## src/ptu_pkg.sv

```systemverilog
// package: constants and types of the trace event unit
`default_nettype none
package ptu_pkg;
   // register byte offsets on the bus
   localparam logic [3:0] REG_TC   = 4'h0;
   localparam logic [3:0] REG_PC   = 4'h4;
   localparam logic [3:0] REG_STAT = 4'h8;
   // trace control word mode bit positions
   localparam int TC_INST = 1;
   localparam int TC_BRN  = 2;
   localparam int TC_CAL  = 3;
   localparam int TC_RET  = 4;
   localparam int TC_PRE  = 5;
   localparam int TC_SUP  = 6;
   localparam int TC_MRK  = 7;
   // breakpoint event flags: bits 8..15 and 24..27
   localparam logic [31:0] TC_RSVD_MASK = 32'hF0FF_0001;
   localparam logic [31:0] TC_EVT_MASK  = 32'h0F00_FF00;
   localparam logic [31:0] TC_RESET     = 32'h0000_0000;
   localparam int GLOBAL_TRACE_ENABLE_BIT   = 0;
   localparam int ST_PEND_BIT = 0;
   localparam int ST_PRE_BIT  = 1;
   localparam int ST_HDL_BIT  = 2;
   localparam int BP_N        = 12;
   // return type field codes
   localparam logic [2:0] RET_LOCAL = 3'h0;
   localparam logic [2:0] RET_FAULT = 3'h1;
   localparam logic [1:0] RET_SYS   = 2'h1;
   localparam logic [1:0] HTRANS_NONSEQ = 2'h2;
   localparam logic [1:0] HTRANS_SEQ    = 2'h3;

   typedef enum logic [1:0] {
      ST_RUN     = 2'b01,
      ST_HANDLER = 2'b10
   } ptu_state_e;

   // one retired (or about to retire) instruction from the core
   typedef struct packed {
      logic       valid;
      logic       is_branch;
      logic       taken;
      logic       is_bal;
      logic       is_call;
      logic       is_sys_call;
      logic       sys_to_super;
      logic       fault_call;
      logic       int_call;
      logic       is_ret;
      logic [2:0] ret_type;
      logic       super_mode;
      logic       preret_flag;
      logic       is_mark;
      logic       is_fmark;
   } ptu_retire_s;

   // kind of a raised trace fault
   typedef struct packed {
      logic inst;
      logic brn;
      logic cal;
      logic ret;
      logic pre;
      logic sup;
      logic mrk;
      logic bpt;
   } ptu_kind_s;

   typedef struct packed {
      ptu_state_e     st;
      logic [31:0]    tc;
      logic           te;
      logic           te_saved;
      logic           pend;
      ptu_kind_s      pend_kind;
      logic           preret_pend;
      logic           init_done;
      logic           fault;
      ptu_kind_s      kind;
      logic           set_pfp;
      logic           pfp_new;
      logic           wr_pend;
      logic [3:0]     wr_off;
      logic [31:0]    rdata;
   } ptu_q_s;
endpackage : ptu_pkg
`default_nettype wire

```

## src/ptu_trace_event_unit.sv

```systemverilog
// trace event detection and trace fault generation with bus registers
// Operation
// (RL1) trace enable gates all mode faults
// (RL2) event raises fault and handler call
// (RL3) init loads control word, software updates
// (RL4) enable by software, calls apply immediately
// (RL5) breakpoint flags set in handler, cleared
// (RL6) reserved control bits stay zero
// (RL7) coincident event first, trace pending
// (RL8) single step faults every instruction
// (RL9) branch trace on taken branches only
// (RL10) call trace, never interrupt calls
// (RL11) implicit fault call also call traced
// (RL12) call trace fault sets prereturn flag
// (RL13) return trace on explicit returns
// (RL14) fault return traced, interrupt never
// (RL15) prereturn faults before exit instruction
// (RL16) prereturn waits behind other trace
// (RL17) modes enabled independently
// (RL18) twelve breakpoint match events
// (RL19) mark instructions create events
// (RL20) supervisor trace on kernel boundaries
// (RL21) mark by mode, forced mark always
// (RL22) mode and flag bits avoid reserved
//
// Our own choices: the address map and the AHB-Lite interface to the registers.
`default_nettype none
module ptu_trace_event_unit
   import ptu_pkg::*;
(
   input  wire logic              hclk,
   input  wire logic              hresetn,
   input  wire logic              hsel,
   input  wire logic [31:0]       haddr,
   input  wire logic [1:0]        htrans,
   input  wire logic              hwrite,
   input  wire logic [2:0]        hsize,
   input  wire logic [31:0]       hwdata,
   input  wire logic              hready,
   output logic                   hreadyout,
   output logic                   hresp,
   output logic [31:0]            hrdata,
   input  wire logic [31:0]       init_tc,
   input  wire ptu_retire_s       rt,
   input  wire logic [BP_N-1:0]   bp_match,
   input  wire logic              te_upd,
   input  wire logic              te_upd_val,
   input  wire logic              other_event,
   input  wire logic              other_ret,
   input  wire logic              handler_ret,
   output logic                   trace_fault,
   output ptu_kind_s              trace_kind,
   output logic                   set_preret,
   output logic                   preret_new_frame,
   output logic                   trace_pending
);
   ptu_q_s q;
   ptu_q_s next_q;

   logic        te_eff;
   logic        ev_inst;
   logic        ev_brn;
   logic        ev_cal;
   logic        ev_ret;
   logic        ev_pre;
   logic        ev_sup;
   logic        ev_mrk;
   logic        ev_bpt;
   logic        ev_other;
   logic        addr_ok;
   logic [31:0] bp_flags;

   // call and return update the enable at once
   assign te_eff = te_upd ? te_upd_val : q.te;  // see (RL4)

   // each mode is tested on its own bit
   assign ev_inst = rt.valid && q.tc[TC_INST];  // see (RL8) (RL17)
   assign ev_brn = rt.valid && q.tc[TC_BRN]
                   && rt.is_branch && rt.taken
                   && !rt.is_bal && !rt.is_call
                   && !rt.is_ret;  // see (RL9)
   // interrupt calls are excluded outright
   assign ev_cal = rt.valid && q.tc[TC_CAL]
                   && (rt.is_call || rt.is_sys_call || rt.is_bal
                       || rt.fault_call)
                   && !rt.int_call;  // see (RL10) (RL11)
   assign ev_ret = rt.valid && q.tc[TC_RET] && rt.is_ret
                   && (rt.ret_type == RET_LOCAL
                       || rt.ret_type == RET_FAULT
                       || rt.ret_type[2:1] == RET_SYS);  // see (RL13) (RL14)
   assign ev_pre = rt.valid && q.tc[TC_PRE] && rt.is_ret
                   && rt.preret_flag;  // see (RL15)
   assign ev_sup = rt.valid && q.tc[TC_SUP]
                   && ((rt.is_sys_call && !rt.super_mode
                        && rt.sys_to_super)
                       || (rt.is_ret && rt.super_mode
                           && rt.ret_type[2:1] == RET_SYS));  // see (RL20)
   assign ev_mrk = rt.valid && ((q.tc[TC_MRK] && rt.is_mark)
                                || rt.is_fmark);  // see (RL19) (RL21)
   assign ev_bpt = |bp_match;  // see (RL18)
   assign ev_other = ev_inst || ev_brn || ev_cal || ev_ret
                     || ev_sup || ev_mrk || ev_bpt;

   // breakpoint matches mapped onto the event flag bits
   assign bp_flags = {4'h0, bp_match[11:8], 8'h00,
                      bp_match[7:0], 8'h00};  // see (RL22)

   assign addr_ok = hsel && hready
                    && (htrans == HTRANS_NONSEQ
                        || htrans == HTRANS_SEQ);

   // next state; one process for the whole unit
   always_comb begin
      ptu_kind_s rk;
      logic      raise;
      rk = '0;
      raise = 1'b0;
      next_q = q;
      next_q.fault = 1'b0;
      next_q.kind = '0;
      next_q.set_pfp = 1'b0;
      next_q.pfp_new = 1'b0;

      // control word comes from the control table once
      if (!q.init_done) begin
         next_q.init_done = 1'b1;
         next_q.tc = init_tc & ~TC_RSVD_MASK;  // see (RL3) (RL6)
      end

      // write data phase of an earlier address phase
      if (q.wr_pend) begin
         if (q.wr_off == REG_TC) begin
            next_q.tc = hwdata & ~TC_RSVD_MASK;  // see (RL3) (RL6)
         end
         if (q.wr_off == REG_PC) begin
            next_q.te = hwdata[GLOBAL_TRACE_ENABLE_BIT];  // see (RL4)
         end
      end
      if (te_upd) begin
         next_q.te = te_upd_val;  // see (RL4)
      end

      // address phase: latch write, register read data
      next_q.wr_pend = addr_ok && hwrite;
      next_q.wr_off = haddr[3:0];
      if (addr_ok && !hwrite) begin
         unique case (haddr[3:0])
            REG_TC:   next_q.rdata = q.tc;
            REG_PC:   next_q.rdata = {31'h0, q.te};
            REG_STAT: next_q.rdata = {29'h0,
                                      q.st == ST_HANDLER,
                                      q.preret_pend,
                                      q.pend};
            default:  next_q.rdata = 32'h0;
         endcase
      end

      unique case (q.st)
         ST_RUN: begin
            if (te_eff && (ev_other || ev_pre)) begin  // see (RL1)
               rk.inst = ev_inst;
               rk.brn = ev_brn;
               rk.cal = ev_cal;
               rk.ret = ev_ret;
               rk.sup = ev_sup;
               rk.mrk = ev_mrk;
               rk.bpt = ev_bpt;
               // prereturn only alone; else remembered
               rk.pre = ev_pre && !ev_other;  // see (RL16)
               next_q.preret_pend = ev_pre && ev_other;  // see (RL16)
               if (other_event) begin
                  // other event goes first, trace held
                  next_q.pend = 1'b1;  // see (RL7)
                  next_q.pend_kind = rk;
               end else begin
                  raise = 1'b1;
               end
            end else if (q.pend && other_ret && te_eff) begin
               rk = q.pend_kind;  // see (RL7)
               next_q.pend = 1'b0;
               raise = 1'b1;
            end
         end
         ST_HANDLER: begin
            if (handler_ret) begin
               // leaving the handler restores tracing
               next_q.te = q.te_saved;  // see (RL4)
               next_q.tc = next_q.tc & ~TC_EVT_MASK;  // see (RL5)
               next_q.st = ST_RUN;
               if (q.preret_pend && q.te_saved) begin
                  rk.pre = 1'b1;  // see (RL16)
                  next_q.preret_pend = 1'b0;
                  raise = 1'b1;
               end
            end
         end
         default: begin
            next_q.st = ST_RUN;
         end
      endcase

      // fault entry: implicit call, tracing off inside
      if (raise) begin
         next_q.fault = 1'b1;  // see (RL2)
         next_q.kind = rk;
         next_q.st = ST_HANDLER;
         next_q.te_saved = next_q.te;
         next_q.te = 1'b0;
         if (rk.bpt) begin
            next_q.tc = next_q.tc | bp_flags;  // see (RL5)
         end
         if (rk.cal) begin
            next_q.set_pfp = 1'b1;  // see (RL12)
            next_q.pfp_new = !rt.is_bal;  // see (RL12)
         end
      end
   end

   // state register; reset gives constants only
   always_ff @(posedge hclk or negedge hresetn) begin
      if (!hresetn) begin
         q <= '{st: ST_RUN, tc: TC_RESET, default: '0};
      end else begin
         q <= next_q;
      end
   end

   // zero wait state slave, always OKAY
   assign hreadyout = 1'b1;
   assign hresp = 1'b0;
   assign hrdata = q.rdata;
   assign trace_fault = q.fault;
   assign trace_kind = q.kind;
   assign set_preret = q.set_pfp;
   assign preret_new_frame = q.pfp_new;
   assign trace_pending = q.pend;

   // no fault from running state without trace enable
   property p_no_te;
      @(posedge hclk) disable iff (!hresetn)
      (q.st == ST_RUN && !te_eff) |=> !q.fault;
   endproperty
   a_no_te: assert property (p_no_te)  // see (RL1)
      else $error("trace fault without trace enable");

   // single step: fault right after the instruction
   property p_step;
      @(posedge hclk) disable iff (!hresetn)
      (q.st == ST_RUN && te_eff && rt.valid
       && q.tc[TC_INST] && !other_event)
      |=> (q.fault && q.kind.inst && q.st == ST_HANDLER
           && !q.te);
   endproperty
   a_step: assert property (p_step)  // see (RL8) (RL2)
      else $error("single step fault missing");

   // untaken and linking branches never branch traced
   property p_brn;
      @(posedge hclk) disable iff (!hresetn)
      (rt.is_bal || rt.is_call || rt.is_ret || !rt.taken)
      |=> !q.kind.brn;
   endproperty
   a_brn: assert property (p_brn)  // see (RL9)
      else $error("branch trace on wrong instruction");

   // interrupt calls are not call traced
   property p_int_call;
      @(posedge hclk) disable iff (!hresetn)
      rt.int_call |=> !q.kind.cal;
   endproperty
   a_int_call: assert property (p_int_call)  // see (RL10)
      else $error("interrupt call was traced");

   // call trace fault comes with prereturn flag set
   property p_pfp;
      @(posedge hclk) disable iff (!hresetn)
      q.fault && q.kind.cal |-> q.set_pfp;
   endproperty
   a_pfp: assert property (p_pfp)  // see (RL12)
      else $error("prereturn flag not set on call trace");

   // event flags clear after handler return
   property p_flags;
      @(posedge hclk) disable iff (!hresetn)
      (q.st == ST_HANDLER && handler_ret)
      |=> (q.tc & TC_EVT_MASK) == 32'h0;
   endproperty
   a_flags: assert property (p_flags)  // see (RL5)
      else $error("event flags left set after return");

   // reserved bits of the control word never set
   property p_rsvd;
      @(posedge hclk) disable iff (!hresetn)
      (q.tc & TC_RSVD_MASK) == 32'h0;
   endproperty
   a_rsvd: assert property (p_rsvd)  // see (RL6)
      else $error("reserved control bit set");

   // coincident event: trace held pending, no fault
   property p_pend;
      @(posedge hclk) disable iff (!hresetn)
      (q.st == ST_RUN && te_eff && ev_other && other_event)
      |=> (q.pend && !q.fault);
   endproperty
   a_pend: assert property (p_pend)  // see (RL7)
      else $error("coincident trace not held pending");

   // interrupt returns never return traced
   property p_int_ret;
      @(posedge hclk) disable iff (!hresetn)
      (rt.is_ret && rt.ret_type[2:1] == 2'h3) |=> !q.kind.ret;
   endproperty
   a_int_ret: assert property (p_int_ret)  // see (RL14)
      else $error("interrupt return was traced");

   // prereturn behind another trace is held back first
   property p_pre1;
      @(posedge hclk) disable iff (!hresetn)
      (q.st == ST_RUN && te_eff && ev_pre && ev_other
       && !other_event)
      |=> (q.preret_pend && q.fault && !q.kind.pre);
   endproperty
   a_pre1: assert property (p_pre1)  // see (RL16)
      else $error("prereturn not held behind other trace");

   // held prereturn fires on return from the first handler
   property p_pre2;
      @(posedge hclk) disable iff (!hresetn)
      (q.st == ST_HANDLER && handler_ret && q.preret_pend
       && q.te_saved)
      |=> (q.fault && q.kind.pre);
   endproperty
   a_pre2: assert property (p_pre2)  // see (RL16)
      else $error("second prereturn fault missing");

   // explicit calls, system call included, are call traced
   property p_cal;
      @(posedge hclk) disable iff (!hresetn)
      (q.st == ST_RUN && te_eff && !other_event && rt.valid
       && q.tc[TC_CAL] && !rt.int_call
       && (rt.is_call || rt.is_sys_call || rt.is_bal))
      |=> (q.fault && q.kind.cal && q.set_pfp);
   endproperty
   a_cal: assert property (p_cal)  // see (RL10)
      else $error("call trace fault missing");

   // local return is return traced
   property p_ret;
      @(posedge hclk) disable iff (!hresetn)
      (q.st == ST_RUN && te_eff && !other_event && rt.valid
       && q.tc[TC_RET] && rt.is_ret && rt.ret_type == 3'h0)
      |=> (q.fault && q.kind.ret);
   endproperty
   a_ret: assert property (p_ret)  // see (RL13)
      else $error("return trace fault missing");

   // supervisor exit of a system call is supervisor traced
   property p_sup;
      @(posedge hclk) disable iff (!hresetn)
      (q.st == ST_RUN && te_eff && !other_event && rt.valid
       && q.tc[TC_SUP] && rt.is_ret && rt.super_mode
       && rt.ret_type[2:1] == 2'h1)
      |=> (q.fault && q.kind.sup);
   endproperty
   a_sup: assert property (p_sup)  // see (RL20)
      else $error("supervisor trace fault missing");

   // forced mark faults whatever the mode bits say
   property p_fmark;
      @(posedge hclk) disable iff (!hresetn)
      (q.st == ST_RUN && te_eff && !other_event && rt.valid
       && rt.is_fmark)
      |=> (q.fault && q.kind.mrk);
   endproperty
   a_fmark: assert property (p_fmark)  // see (RL21)
      else $error("forced mark fault missing");

   // inside the handler nothing faults until it returns
   property p_quiet;
      @(posedge hclk) disable iff (!hresetn)
      (q.st == ST_HANDLER && !handler_ret) |=> !q.fault;
   endproperty
   a_quiet: assert property (p_quiet)  // see (RL2)
      else $error("trace fault raised inside handler");

   // handler return restores the saved enable
   property p_te_back;
      @(posedge hclk) disable iff (!hresetn)
      (q.st == ST_HANDLER && handler_ret && !te_upd
       && !q.preret_pend && !q.wr_pend)
      |=> q.te == $past(q.te_saved);
   endproperty
   a_te_back: assert property (p_te_back)  // see (RL4)
      else $error("trace enable not restored");
endmodule : ptu_trace_event_unit
`default_nettype wire

```

## config.mk

```make
export PLATFORM = sky130hd
export DESIGN_NAME = ptu_trace_event_unit
export DESIGN_NICKNAME = d
export VERILOG_FILES = /design/src/ptu_pkg.sv /design/src/ptu_trace_event_unit.sv
export SDC_FILE = /design/constraint.sdc
export NUM_CORES = 1
export LEC_CHECK = 0
export BUFFER_PORTS_ARGS = -buffer_cell sky130_fd_sc_hd__buf_2
export CORE_ASPECT_RATIO = 1.2
export CORE_MARGIN = 1.5
export CORE_UTILIZATION = 38
export DETAILED_ROUTE_END_ITERATION = 12
export HOLD_SLACK_MARGIN = 0.12
export PLACE_DENSITY = 0.66
export SKIP_LAST_GASP = 1
export SLEW_MARGIN = 25
export SYNTH_ARGS = -nofsm -noshare
export SYNTH_HDL_FRONTEND = slang
export SYNTH_SLANG_ARGS = --single-unit
```

## constraint.sdc

```tcl
create_clock -name hclk -period 7.2 [get_ports hclk]
set_input_delay 1.8 -clock hclk [delete_from_list [all_inputs] [get_ports hclk]]
set_output_delay 1.8 -clock hclk [all_outputs]
set_load 0.005 [all_outputs]
```

# Yosys cells after proc, flatten, opt, wreduce, memory -nomap -nowiden
# Cells that the tools add are included.
# totals
regBits	95
latchBits	0
mem_bits_rw	0
mem_bits_ro	0
in_bits	140
output_inout_bits	46
elab_cells	143
memories	0
# classes
addsub	0
mul	0
div	0
magnitude_cmp	0
eq_ne	15
n_shift	0
mux	32
bitwise	1
n_reduce_logical	66
# op_table
op	n
$mux W32	3
$pmux W32 S3	1
$mux W33	2
$mux W36	1
$mux W35	1
$logic_and A1 B1 Y1	34
$or A32 B28 Y32	1
$mux W8	2
$logic_or A1 B1 Y1	15
$mux W1	13
$reduce_or A12 Y1	1
$mux W11	1
$mux W9	1
$eq A4 B3 Y1 const B	2
$logic_not A4 Y1	2
$ne A2 B2 Y1 const B	4
$logic_not A1 Y1	7
$eq A2 B2 Y1 const B	3
$pmux W1 S2	3
$reduce_and A3 Y1	2
$eq A2 B1 Y1 const B	2
$eq A4 B4 Y1 const B	1
$mux W4	1
$pmux W2 S2	1
9 further kinds	10

# Logic depth before layout (Yosys ltp)
# Gate-level depths: netlist of run 1.
# depth
word_depth	18
ltp_mapped	9
mapped_depth_nobuf	7

# Least setup slack after synthesis of run 1
# No wires, ideal clock.
# synth_path
path_kind	input to register
start	in rt[6] (netlist name)
end	reg q[71] (netlist name)
setup_ns	0.079
arrival_time_ns	3.788
required_ns	7.121
path_slack_ns	3.333
cell_stages	7
n_path_buf	1
cell_sequence	and3b_4 or3_1 o41a_1 or4_1 a31oi_2 buf_6 o2bb2ai_2
# synth_lines
element	line	rtl
start: declaration	ptu_trace_event_unit.sv:44	input wire ptu_retire_s rt,
end signal: assignment	ptu_trace_event_unit.sv:224	q <= next_q;
end: declaration	ptu_trace_event_unit.sv:57	ptu_q_s q;

==> impl_summary.md, run 1 <==
Layout
The utilization after layout is 0.451. The layout-stage area growth over the synthesis result is 16.6%. The number of antenna repair diodes is 0. The final non-filler cell area is 5170 µm². At the end of the flow, the number of nets in the layout was 612. The filler cells instantiated in the layout total 1091. The sequential cells in the finished layout cover a total of 2350 µm². The area occupied by multi-input gates is 1620 µm². Of the cells placed in the final design, the portion with a size suffix greater than 1 is 0.360.

Critical path
The largest individual stage delay along the critical path comes from the cell sky130_fd_sc_hd__a31oi_2. The largest stage delay on the critical path is 820 ps. Traced cell by cell, the critical path runs through buf_2, and3b_4, or3_1, o41a_1, or4_1, a31oi_2, o2bb2ai_1. The endpoint kind of the worst setup timing path is a flip-flop. The worst reg-to-reg setup slack is 3990 ps.

The critical path class is in -> reg. The number of cells on the worst reg-to-reg path is 6. In this run the critical register-to-register path is captured at q[70]. The startpoint class of the critical path is an input port. Data on the critical path arrives at its endpoint at 4590 ps. In this run the worst path has a maximum fanout of 12. At the worst endpoint, the required time is 7450 ps.

The launching point of the worst reg2reg path is q[65].

Power
The analysis attributes to cell leakage a power of 0.00261 µW. After layout, the design draws a total of 1300 µW. The total power divided by cell area is 251 nW/µm². IR analysis of the VDD net gives a maximum drop of 98.5 µV.

Routing
The number of design-rule violations left by the first detailed-router iteration is 170. The final route contains 3156 vias. The routed wire length per instance is 15.8 µm.

In the routed design, unresolved DRC markers number 0. The first detailed-routing pass took 6 iterations. The final wirelength is 9980 µm. The number of vias per cell is 4.99. The number of nets with antenna violations after detailed routing is 0.

Global routing
The global-route usage over all layers is 0.174. Entering global routing, the biggest net connects 67 pins. The first-pass GRT wire length is 16200 µm. The via count of the first global-routing pass is 3221.

The number of antenna violations at the first check in global routing is 0. The total grt overflow is 0.

Logic synthesis
The total standard cell area after synthesis is 4430 µm². The post-synthesis area per instance is 11.3 µm². In the synthesized netlist the async set-or-reset flop fraction comes to 1.00. The dominant cell by count in the synthesized netlist is sky130_fd_sc_hd__dfrtp_1.

The commonest cells after synthesis are 93 x sky130_fd_sc_hd__dfrtp_1, 42 x sky130_fd_sc_hd__buf_4, 30 x sky130_fd_sc_hd__a22o_1, 26 x sky130_fd_sc_hd__mux2i_1, 19 x sky130_fd_sc_hd__a21oi_1. For this run, the register share of the synthesized area comes to 0.531. The number of instances in the synthesized netlist is 393. Of the post-synthesis cell area, the dominant cell type holds 0.525.

After synthesis the netlist holds a flip-flop and latch count of 94. The most used flip-flop cell after synthesis is sky130_fd_sc_hd__dfrtp_1. The total number of yosys warnings is 0. The number of synthesized flops with an enable pin is 0. The distinct cell type count after synthesis is 51. The largest total area in the synthesized netlist belongs to sky130_fd_sc_hd__dfrtp_1. Sorting the synthesized cells by area gives the leading types as sky130_fd_sc_hd__dfrtp_1 53%, sky130_fd_sc_hd__buf_4 7.1%, sky130_fd_sc_hd__a22o_1 5.9%, sky130_fd_sc_hd__mux2i_1 5.9%, sky130_fd_sc_hd__o2bb2ai_2 3.4%.

Placed design
Port buffering added 125 buffers. At the end of routability-driven placement, the weighted congestion stood at 0.835. Summing all placed instances gives a cell area of 4880 µm². Detailed placement finished with a half-perimeter wire length of 7150 µm.

STA
The number of max-slew violations in the final report is 0. Setup violations remaining at the end of the flow were counted as 0. The highest clock rate is 231 MHz. The final clock period utilization by the worst path is 0.602. The final hold violation count is 0. The post-route minimum period is 4330 ps.

The setup TNS is 0 ps. Hold is met by 493 ps. Setup repair after global routing left no endpoint under its margin.

The clock skew after layout is 5.46 ps. For the pin with the worst max-slew slack, the measured transition is 976 ps. The normalized max-slew margin is 0.347.

Clocking
CTS saw 94 sinks. After clock tree synthesis, the repair step resized 0 gates. Buffers added to address setup during post-CTS repair amount to 0. The number of buffers created by CTS is 9. The CTS tree is done. The largest buffer count on any clock path is 2. The root buffer cell chosen for the clock tree is sky130_fd_sc_hd__clkbuf_16. The clock latency reported for the late side of the worst-skew pair is 340 ps. The register clock-pin slew on the reported worst setup and hold paths is 70 ps. The H-tree depth reported by CTS is 3. The count of hold-fix buffers inserted at cts is 0.

Worst hold path
The hold-critical path depth is 1. For hold timing, the worst endpoint is hrdata[16]. The min-delay analysis places its worst path in the category reg -> reg. The startpoint identified for the worst hold timing path is q[77].

Run
The total of max-cap violations is 0.

Floorplan
In this run the horizontal extent of the chip is 102 µm. The floorplan step defined a die boundary enclosing 12300 µm². The count of standard-cell rows is 43. The I/O pin count is 186.

The initial core utilization is 0.387. In this run the standard cell core region covers 11500 µm². Measured along the y axis, the die boundary spans 121 µm.

Run status
The run finished with clean final reports.
sequential cells by signal (all words and copies together) (netlist names):
name              cells
hrdata               32
preret_new_frame      1
q                    51
trace_fault           1
trace_kind            8
trace_pending         1
critical path, delay by kind of cell:
kind                   cells  cell delay, ps
AOI/OAI and AO/OA          3            1580
and+or+nand+nor            3            1070
buffers and inverters      1             120
final cells by class:
type / count / share of cell area
tap: 157 / 0.0380
timing repair buffer: 130 / 0.129
clock buffer: 9 / 0.0436
multi-input combinational: 223 / 0.313
sequential: 94 / 0.455
clock inverter: 7 / 0.0121
inverter: 12 / 0.00872
cells by family (layout without fill, tap and decap cells):
logic type / Yosys count / in the layout / synth area share
and+or+nand+nor: 92 / 92 / 0.115
adders and majority gates: 2 / 2 / 0.00565
muxes: 28 / 28 / 0.0638
buffers and inverters: 77 / 158 / 0.106
other: 2 / 3 / 0.00170
AOI/OAI and AO/OA: 98 / 98 / 0.177
DFF: 94 / 94 / 0.531
worst max-delay path by stage:
| stage | end | cells after the start | start |
|---|---|---|---|
| finish | q[70] | 7 | rt[7] |
| global route | q[70] | 7 | rt[7] |
| CTS | q[70] | 7 | rt[7] |
| detailed placement | q[70] | 7 | rt[7] |
| global placement | q[70] | 7 | rt[7] |
| floorplan | q[71] | 7 | rt[6] |
metrics by stage:
stage,setup slack [ps],std cells
after floorplan,3330,394
after global placement,2540,616
after detailed placement,2500,616
after CTS,2860,632
after global routing,2740,632
final,2870,632
layer usage:
layer  track usage  part of all wire  wire length (µm)
met2         0.295              0.51              5120
met1         0.215              0.43              4260
met5             0                 0                 0
met4        0.0582             0.011               107
met3        0.0415             0.050               496
where the power goes:
group	total [µW]	leakage, µW	internal [µW]	switching [µW]
clock	457	0.000144	242	215
combinational	220	0.00124	93.4	127
sequential	618	0.00123	585	33.0
placed cells by master, fill, tap and decap left out, drive strengths merged, types with 2 or more instances in the layout:
master   count
clkbuf       9
o211a        2
inv         16
or2          2
a21o         2
nand2b       2
or3          2
a21oi       22
or4          2
o21ai       16
mux2         2
o31ai        3
mux2i       26
nand2       16
and3        15
o2bb2ai     12
a22o        30
nor3         8
clkinv       3
nand4b       3
nand3        8
conb         3
and2         3
nor4         5
ha           2
dfrtp       93
nand3b       2
a31oi        2
nor2        17
o2111ai      2
buf        130
nor2b        2
Note: power is estimated with default switching activity, not from simulation.
==> run 2, diff against run 1 <==
Settings changed: ABC_AREA set to 1, PLACE_DENSITY 0.66 to unset.
Clock period 7.2 ns to 4.1 ns, I/O delays scaled along.
==> run 2 against run 1 <==
- register-to-register slack worse by 2500 ps
- area after synthesis up 12%
- routed wire length up 19%
- sequential power up 76%
- critical path depth up 2
- clock skew up 4.6 ps
- global-route usage up 0.85 points
- synthesized cell count up 58%
- clock power up 100%
- critical endpoint unchanged
- largest cell class unchanged
- largest power group unchanged
==> impl_summary.md, run 2 <==
Routing
The routed wire length per instance came to 13.7 µm (was 15.8 µm). The via count of the routed design is 4091 (was 3156). The number of iterations in the first detailed-routing pass is 4 (was 6). The number of vias per cell came to 4.75 (was 4.99). The number of nets with antenna violations after detailed routing is 0 (unchanged). The number of design-rule violations left by the first detailed-router iteration came to 239 (was 170). The final wirelength is 11800 µm (was 9980 µm). The DRC violation count after routing is 0 (unchanged).

Logic synthesis
The distinct cell type count after synthesis was 39 (was 51). The most frequently used flop master after synthesis is sky130_fd_sc_hd__dfrtp_1 (unchanged). The number of synthesized flops with an enable pin came to 0 (unchanged). The total standard cell area after synthesis is 4950 µm² (was 4430 µm²). Leading cell types by count after synthesis: 179 x sky130_fd_sc_hd__nand2_1, 93 x sky130_fd_sc_hd__dfrtp_1, 55 x sky130_fd_sc_hd__nor2_1, 53 x sky130_fd_sc_hd__inv_1, 43 x sky130_fd_sc_hd__buf_4 (was 93 x sky130_fd_sc_hd__dfrtp_1, 42 x sky130_fd_sc_hd__buf_4, 30 x sky130_fd_sc_hd__a22o_1, 26 x sky130_fd_sc_hd__mux2i_1, 19 x sky130_fd_sc_hd__a21oi_1). The post-synthesis area per instance came to 7.99 µm² (was 11.3 µm²). The async set-reset flop share out of synthesis came to 1.00 (unchanged).

The sequential area share after synthesis is 0.475 (was 0.531). The flop and latch count out of synthesis is 94 (unchanged). The total number of yosys warnings came to 0 (unchanged).

Synth top area cells: sky130_fd_sc_hd__dfrtp_1 47%, sky130_fd_sc_hd__nand2_1 14%, sky130_fd_sc_hd__buf_4 6.5%, sky130_fd_sc_hd__o21ai_0 4.2%, sky130_fd_sc_hd__nor2_1 4.2% (was sky130_fd_sc_hd__dfrtp_1 53%, sky130_fd_sc_hd__buf_4 7.1%, sky130_fd_sc_hd__a22o_1 5.9%, sky130_fd_sc_hd__mux2i_1 5.9%, sky130_fd_sc_hd__o2bb2ai_2 3.4%). The dominant cell by count in the synthesized netlist is sky130_fd_sc_hd__nand2_1 (was sky130_fd_sc_hd__dfrtp_1). The number of instances in the synthesized netlist is 620 (was 393). The share of Yosys cell area claimed by the top area cell type is 0.470 (was 0.525).

The library cell with the largest summed area after synthesis is sky130_fd_sc_hd__dfrtp_1 (unchanged).

Layout
The utilization after layout is 0.446 (was 0.451). The flip-flop count of the largest register, all copies and words added is 51 (unchanged). The layout-stage area growth over the synthesis result is 14.1% (was 16.6%). Commonest cells after routing, fill and taps aside: 179 x sky130_fd_sc_hd__nand2_1, 124 x sky130_fd_sc_hd__buf_2, 93 x sky130_fd_sc_hd__dfrtp_1 (was 124 x sky130_fd_sc_hd__buf_2, 93 x sky130_fd_sc_hd__dfrtp_1, 30 x sky130_fd_sc_hd__a22o_1). The register name with the most flops is q (unchanged).

The commonest non-fill, non-tap cell in the layout was sky130_fd_sc_hd__nand2_1 (was sky130_fd_sc_hd__buf_2). The number of antenna repair diodes came to 0 (unchanged). The count of nets after finishing was 834 (was 612). The fraction of final layout cells with drive strength greater than 1 is 0.253 (was 0.360).

Power
The worst IR drop on VDD is 229 µV (was 98.5 µV). The total power divided by cell area is 450 nW/µm² (was 251 nW/µm²). The leakage power summed over all cells is 0.00307 µW (was 0.00261 µW).

Run status
Result of the run: finished, final reports clean (unchanged).

Floorplan
The die footprint was 13700 µm² (was 12300 µm²). The count of standard-cell rows is 45 (was 43). The die outline width was 107 µm (was 102 µm). The initial core utilization came to 0.391 (was 0.387). The area of the placeable core is 12700 µm² (was 11500 µm²). The I/O pin count is 186 (unchanged). The floorplan die height came to 128 µm (was 121 µm).

Clocking
The post-CTS setup repair buffer count is 0 (unchanged). The number of buffers created by CTS is 9 (unchanged). The H-tree depth reported by CTS is 3 (unchanged).

The register clock-pin slew on the reported worst setup and hold paths is 70 ps (about the same). The CTS tree is done (unchanged). The number of gates given a new drive strength after cts is 0 (unchanged). The count of hold-fix buffers inserted at cts came to 0 (unchanged).

The clock root buffer is sky130_fd_sc_hd__clkbuf_16 (unchanged). The clock latency reported for the late side of the worst-skew pair is 340 ps (about the same). The clock sink count came to 94 (unchanged). The largest buffer count on any clock path is 2 (unchanged).

Critical path
The worst flop-to-flop path endpoint was q[70] (unchanged). The endpoint kind of the worst setup timing path is a flip-flop (unchanged). The data arrival at the endpoint of the critical path is 2850 ps (was 4590 ps). The cell count of the worst reg-to-reg path was 9 (was 6). The startpoint class of the critical path is a flip-flop (was input port).

The critical path class is reg -> reg (was in -> reg). The launching point of the worst reg2reg path is q[93] (was q[65]). The maximum net fanout on the critical path is 25 (was 12). The data required time of the critical path was 4380 ps (was 7450 ps). The worst reg-to-reg setup slack is 1530 ps (was 3990 ps).

Global routing
The total grt overflow is 0 (unchanged). The global-route usage over all layers is 0.182 (was 0.174). The number of antenna violations at the first check in global routing is 0 (unchanged). The first-pass GRT wire length was 19400 µm (was 16200 µm). The via count of the first global-routing pass came to 4001 (was 3221). The maximum number of pins on one net before global-route repair came to 37 (was 67).

STA
The highest clock rate is 389 MHz. The transition time at the pin with the least slew margin was 952 ps (was 976 ps). The final clock period utilization by the worst path is 0.627. The final hold violation count is 0 (unchanged). The number of max-slew violations in the final report is 0 (unchanged). The normalized max-slew margin is 0.365 (was 0.347). The clock skew after layout came to 10.0 ps (was 5.46 ps). RSZ-0062 raised after global routing: false (unchanged). The total setup violations reported at the end of the flow came to 0 (unchanged).

The setup TNS came to 0 ps (unchanged). After layout, the minimum clock period comes to 2570 ps.

Placed design
The port buffer count is 125 (unchanged). The routability congestion estimate is 0.851 (was 0.835). The detailed-placement wirelength estimate is 8970 µm (was 7150 µm).

Worst hold path
The start point of the worst hold path is hrdata[18] (was q[77]). The worst min-delay path class is reg -> reg (unchanged). The endpoint of the worst hold-timing path is hrdata[18] (was hrdata[16]). The hold-critical path depth came to 2 (was 1).

Run
The total of max-cap violations came to 0 (unchanged).
==> run 2: changes by cell type after synthesis, sizes merged, moves of 11 or more <==
cell,before,now
nor2,17,63
a21oi,22,11
o2bb2ai,12,0
nand2,16,190
and3,15,0
a22o,30,1
o21ai,16,49
inv,12,56
nand3,8,39
mux2i,26,0
==> run 2: how the worst max path moves through the flow <==
stage	endpoint	slack [ps]	depth (start not counted)	from
4_1_cts	hrdata[22]	1530	6	hsel
5_1_grt	hrdata[21]	1330	6	hsel
2_1_floorplan	q[74]	1800	14	rt[16]
6_report	q[70]	1530	9	q[93]
3_5_place_dp	hrdata[22]	1170	6	hsel
3_3_place_gp	hrdata[0]	1230	6	htrans[1]
==> run 2: metrics by stage <==
step / worst slack (ps) / total power [µW] / instances / cell area (µm²) / hold WS, ps
4_1_cts: 1530 / 2570 / 861 / 5650 / 483
5_1_grt: 1330 / 2700 / 861 / 5650 / 498
6_report: 1530 / 2550 / 861 / 5650 / 483
2_1_floorplan: 1800 / 1530 / 621 / 4960 / 450
3_5_place_dp: 1170 / 1650 / 845 / 5330 / 464
3_3_place_gp: 1230 / 1630 / 845 / 5330 / 463
==> run 2: cell families after synthesis <==
| kind of cell | Yosys count | share of synthesized area |
|---|---|---|
| adder cells (fa/ha/maj) | 2 | 0.00505 |
| buffers and inverters | 125 | 0.143 |
| other | 2 | 0.00152 |
| AND/OR/NAND/NOR | 307 | 0.270 |
| AO/OA/AOI/OAI | 90 | 0.105 |
| flip-flops | 94 | 0.475 |
==> run 2: final cells by class <==
class / instances / area [µm²]
Fill cell: 1335 / 7020
Clock buffer: 9 / 225
Clock inverter: 7 / 103
Timing Repair Buffer: 129 / 658
Multi-Input combinational cell: 402 / 1900
Tap cell: 164 / 205
Inverter: 56 / 213
Sequential cell: 94 / 2350
==> run 2: power breakdown <==
part           switching (µW)  total, µW  internal, µW
logic                     357        543           186
clock network             369        912           543
registers                57.0       1090          1030
==> run 2: metal layers <==
layer / wire, µm / vias to the layer above / part of all wire / GRT usage
met4: 204 / 0 / 0.017 / 0.0620
met5: 0 / - / 0 / 0
met3: 406 / 19 / 0.034 / 0.0320
li1: - / 2065 / - / -
met1: 5360 / 1927 / 0.45 / 0.240
met2: 5860 / 80 / 0.50 / 0.302
==> run 2: worst max-delay path, cell delays in order (launching register included) <==
cell	delay [ps]
sky130_fd_sc_hd__dfstp_2	530
sky130_fd_sc_hd__ha_1	580
sky130_fd_sc_hd__inv_1	200
sky130_fd_sc_hd__nor2_1	350
sky130_fd_sc_hd__nand3_2	120
sky130_fd_sc_hd__nand3_2	110
sky130_fd_sc_hd__nand2_4	200
sky130_fd_sc_hd__inv_4	240
sky130_fd_sc_hd__nand2_1	80
sky130_fd_sc_hd__nand2_1	80
==> run 3, diff against run 2 <==
Clock period 4.1 ns to 2.63 ns, I/O delays scaled along.
==> run 3 against run 2 <==
- die area unchanged
- sequential share of layout area decreased by 0.27 points
- non-clock buffer count rose by 6
- register-to-register slack worse by 930 ps
- clock skew decreased by 4.5 ps
- first-iteration DRC count up 1.3%
- highest routed layer unchanged
==> impl_summary.md, run 3 (same netlist as run 2, synthesis figures left out) <==
Placed design
The cell count after placement is 851 (was 845). The detailed-placement wirelength estimate came to 9070 µm (was 8970 µm). The routability congestion estimate is 0.855 (was 0.851). The port buffer count is 125 (unchanged). The pre-CTS setup slack is 303 ps (was 1170 ps).

Critical path
The worst flop-to-flop path endpoint is q[70] (unchanged). The endpoint kind of the worst setup timing path is a flip-flop (unchanged). The launching point of the worst reg2reg path is q[48] (was q[93]). The data arrival at the endpoint of the critical path was 2310 ps (was 2850 ps). The data required time of the critical path is 2910 ps (was 4380 ps). The maximum net fanout on the critical path is 23 (was 25). The critical path class is reg -> reg (unchanged). The startpoint class of the critical path was a flip-flop (unchanged). The cell count of the worst reg-to-reg path is 9 (unchanged).

The worst reg-to-reg setup slack is 600 ps (was 1530 ps).

STA
The post-route worst setup slack was 601 ps (was 1530 ps). The highest clock rate was 493 MHz (was 389 MHz). The tightest hold margin was 253 ps (was 483 ps). The clock skew after layout is 5.49 ps (was 10.0 ps). The total setup violations reported at the end of the flow is 0 (unchanged).

The post-route minimum period came to 2030 ps (was 2570 ps). The transition time at the pin with the least slew margin is 960 ps (was 952 ps). RSZ-0062 raised after global routing: false (unchanged). The number of max-slew violations in the final report came to 0 (unchanged). The final clock period utilization by the worst path is 0.772 (was 0.627). The final hold violation count came to 0 (unchanged). The normalized max-slew margin is 0.359 (was 0.365). The setup TNS came to 0 ps (unchanged).

Floorplan
The die footprint is 13700 µm² (unchanged). The initial core utilization is 0.391 (unchanged). The floorplan die height is 128 µm (unchanged). The area of the placeable core is 12700 µm² (unchanged).

The I/O pin count is 186 (unchanged). The count of standard-cell rows is 45 (unchanged). The die outline width is 107 µm (unchanged).

Routing
The number of iterations in the first detailed-routing pass is 5 (was 4). The via count of the routed design came to 4143 (was 4091). The DRC violation count after routing is 0 (unchanged). The final wirelength is 11900 µm (was 11800 µm).

The number of vias per cell is 4.78 (was 4.75). The routed wire length per instance came to 13.7 µm (about the same). The number of design-rule violations left by the first detailed-router iteration came to 242 (was 239).

The number of nets with antenna violations after detailed routing is 0 (unchanged).

Clocking
The register clock-pin slew on the reported worst setup and hold paths is 70 ps (about the same). The CTS tree was done (unchanged). The clock root buffer is sky130_fd_sc_hd__clkbuf_16 (unchanged).

The clock latency reported for the late side of the worst-skew pair is 340 ps (about the same). The number of buffers created by CTS is 9 (unchanged). The post-CTS setup repair buffer count is 0 (unchanged).

The largest buffer count on any clock path was 2 (unchanged). The count of hold-fix buffers inserted at cts is 0 (unchanged). The H-tree depth reported by CTS is 3 (unchanged).

The number of gates given a new drive strength after cts is 0 (unchanged). The clock sink count is 94 (unchanged).

Global routing
The maximum number of pins on one net before global-route repair came to 40 (was 37). The total grt overflow is 0 (unchanged). The first-pass GRT wire length is 19100 µm (was 19400 µm).

The global-route usage over all layers is 0.179 (was 0.182). The via count of the first global-routing pass came to 3948 (was 4001). The number of antenna violations at the first check in global routing is 0 (unchanged).

Run status
Result of the run: finished, final reports clean (unchanged).

Layout
The number of antenna repair diodes is 0 (unchanged). The register name with the most flops was q (unchanged). The count of nets after finishing was 840 (was 834). The fraction of final layout cells with drive strength greater than 1 came to 0.259 (was 0.253). The flip-flop count of the largest register, all copies and words added is 51 (unchanged). The total of fill cells in the finished design is 1283 (was 1335). The number of standard cells in the final layout excluding fillers is 867 (was 861). The sequential standard cell area is 2350 µm² (unchanged). The layout-stage area growth over the synthesis result is 14.9% (was 14.1%).

The area occupied by multi-input gates is 1900 µm² (unchanged). Commonest cells after routing, fill and taps aside: 179 x sky130_fd_sc_hd__nand2_1, 124 x sky130_fd_sc_hd__buf_2, 93 x sky130_fd_sc_hd__dfrtp_1 (unchanged). The utilization after layout is 0.449 (was 0.446).

The commonest non-fill, non-tap cell in the layout is sky130_fd_sc_hd__nand2_1 (unchanged).

Power
The worst IR drop on VDD was 292 µV (was 229 µV). The leakage power summed over all cells was 0.00309 µW (was 0.00307 µW). The total power divided by cell area is 683 nW/µm² (was 450 nW/µm²).

Run
The total of max-cap violations is 0 (unchanged).

Worst hold path
The worst min-delay path class is in -> async (was reg -> reg).
==> run 3: cell types whose count changed in the layout (fill, tap and decap cells not counted), sizes merged <==
cell,change
bufinv,-1
clkinvlp,+1
inv,-1
buf,+6
clkbuf,+1
==> run 3: routing by layer <==
metal	global-route usage	up-vias	wire length (µm)	part of all wire
met5	0	-	0	0
met4	0.0690	0	194	0.016
met3	0.0285	14	460	0.039
met2	0.293	98	5860	0.49
met1	0.237	1946	5370	0.45
li1	-	2085	-	-
==> run 3: stage by stage <==
| step | cell area, µm² | total power, µW |
|---|---|---|
| 2_1_floorplan | 4960 | 2380 |
| 3_3_place_gp | 5380 | 2570 |
| 3_5_place_dp | 5380 | 2590 |
| 4_1_cts | 5690 | 3930 |
| 5_1_grt | 5690 | 4130 |
| 6_report | 5690 | 3890 |
==> run 3: where the power goes <==
group          internal [µW]  switching [µW]
Clock                    770             558
Sequential              1610            86.9
Combinational            307             556
Total                   2690            1200
==> run 3: layout make-up <==
| type | instances | area share |
|---|---|---|
| Clock buffer | 10 | 0.0420 |
| Inverter | 56 | 0.0374 |
| Multi-Input combinational cell | 402 | 0.333 |
| Clock inverter | 6 | 0.0121 |
| Tap cell | 164 | 0.0361 |
| Timing Repair Buffer | 135 | 0.126 |
| Sequential cell | 94 | 0.414 |
==> run 3: critical path, cell delays in order, from the launching register on <==
cell and delay (ps):
sky130_fd_sc_hd__dfrtp_1 510, sky130_fd_sc_hd__inv_1 540, sky130_fd_sc_hd__nand2_1 120, sky130_fd_sc_hd__o211ai_1 120, sky130_fd_sc_hd__o21ai_0 180, sky130_fd_sc_hd__o21bai_1 190
sky130_fd_sc_hd__nand3_1 90, sky130_fd_sc_hd__nand2_1 110, sky130_fd_sc_hd__nand2_1 60, sky130_fd_sc_hd__nand2_1 50
==> run 3: worst max path at each step <==
| stage | start | to | cells after the start |
|---|---|---|---|
| after CTS | q[48] | q[70] | 9 |
| after global routing | q[48] | q[88] | 9 |
| after global placement | bp_match[3] | q[71] | 13 |
| after floorplan | rt[16] | q[74] | 14 |
| final | q[48] | q[70] | 9 |
| after detailed placement | bp_match[3] | q[70] | 13 |
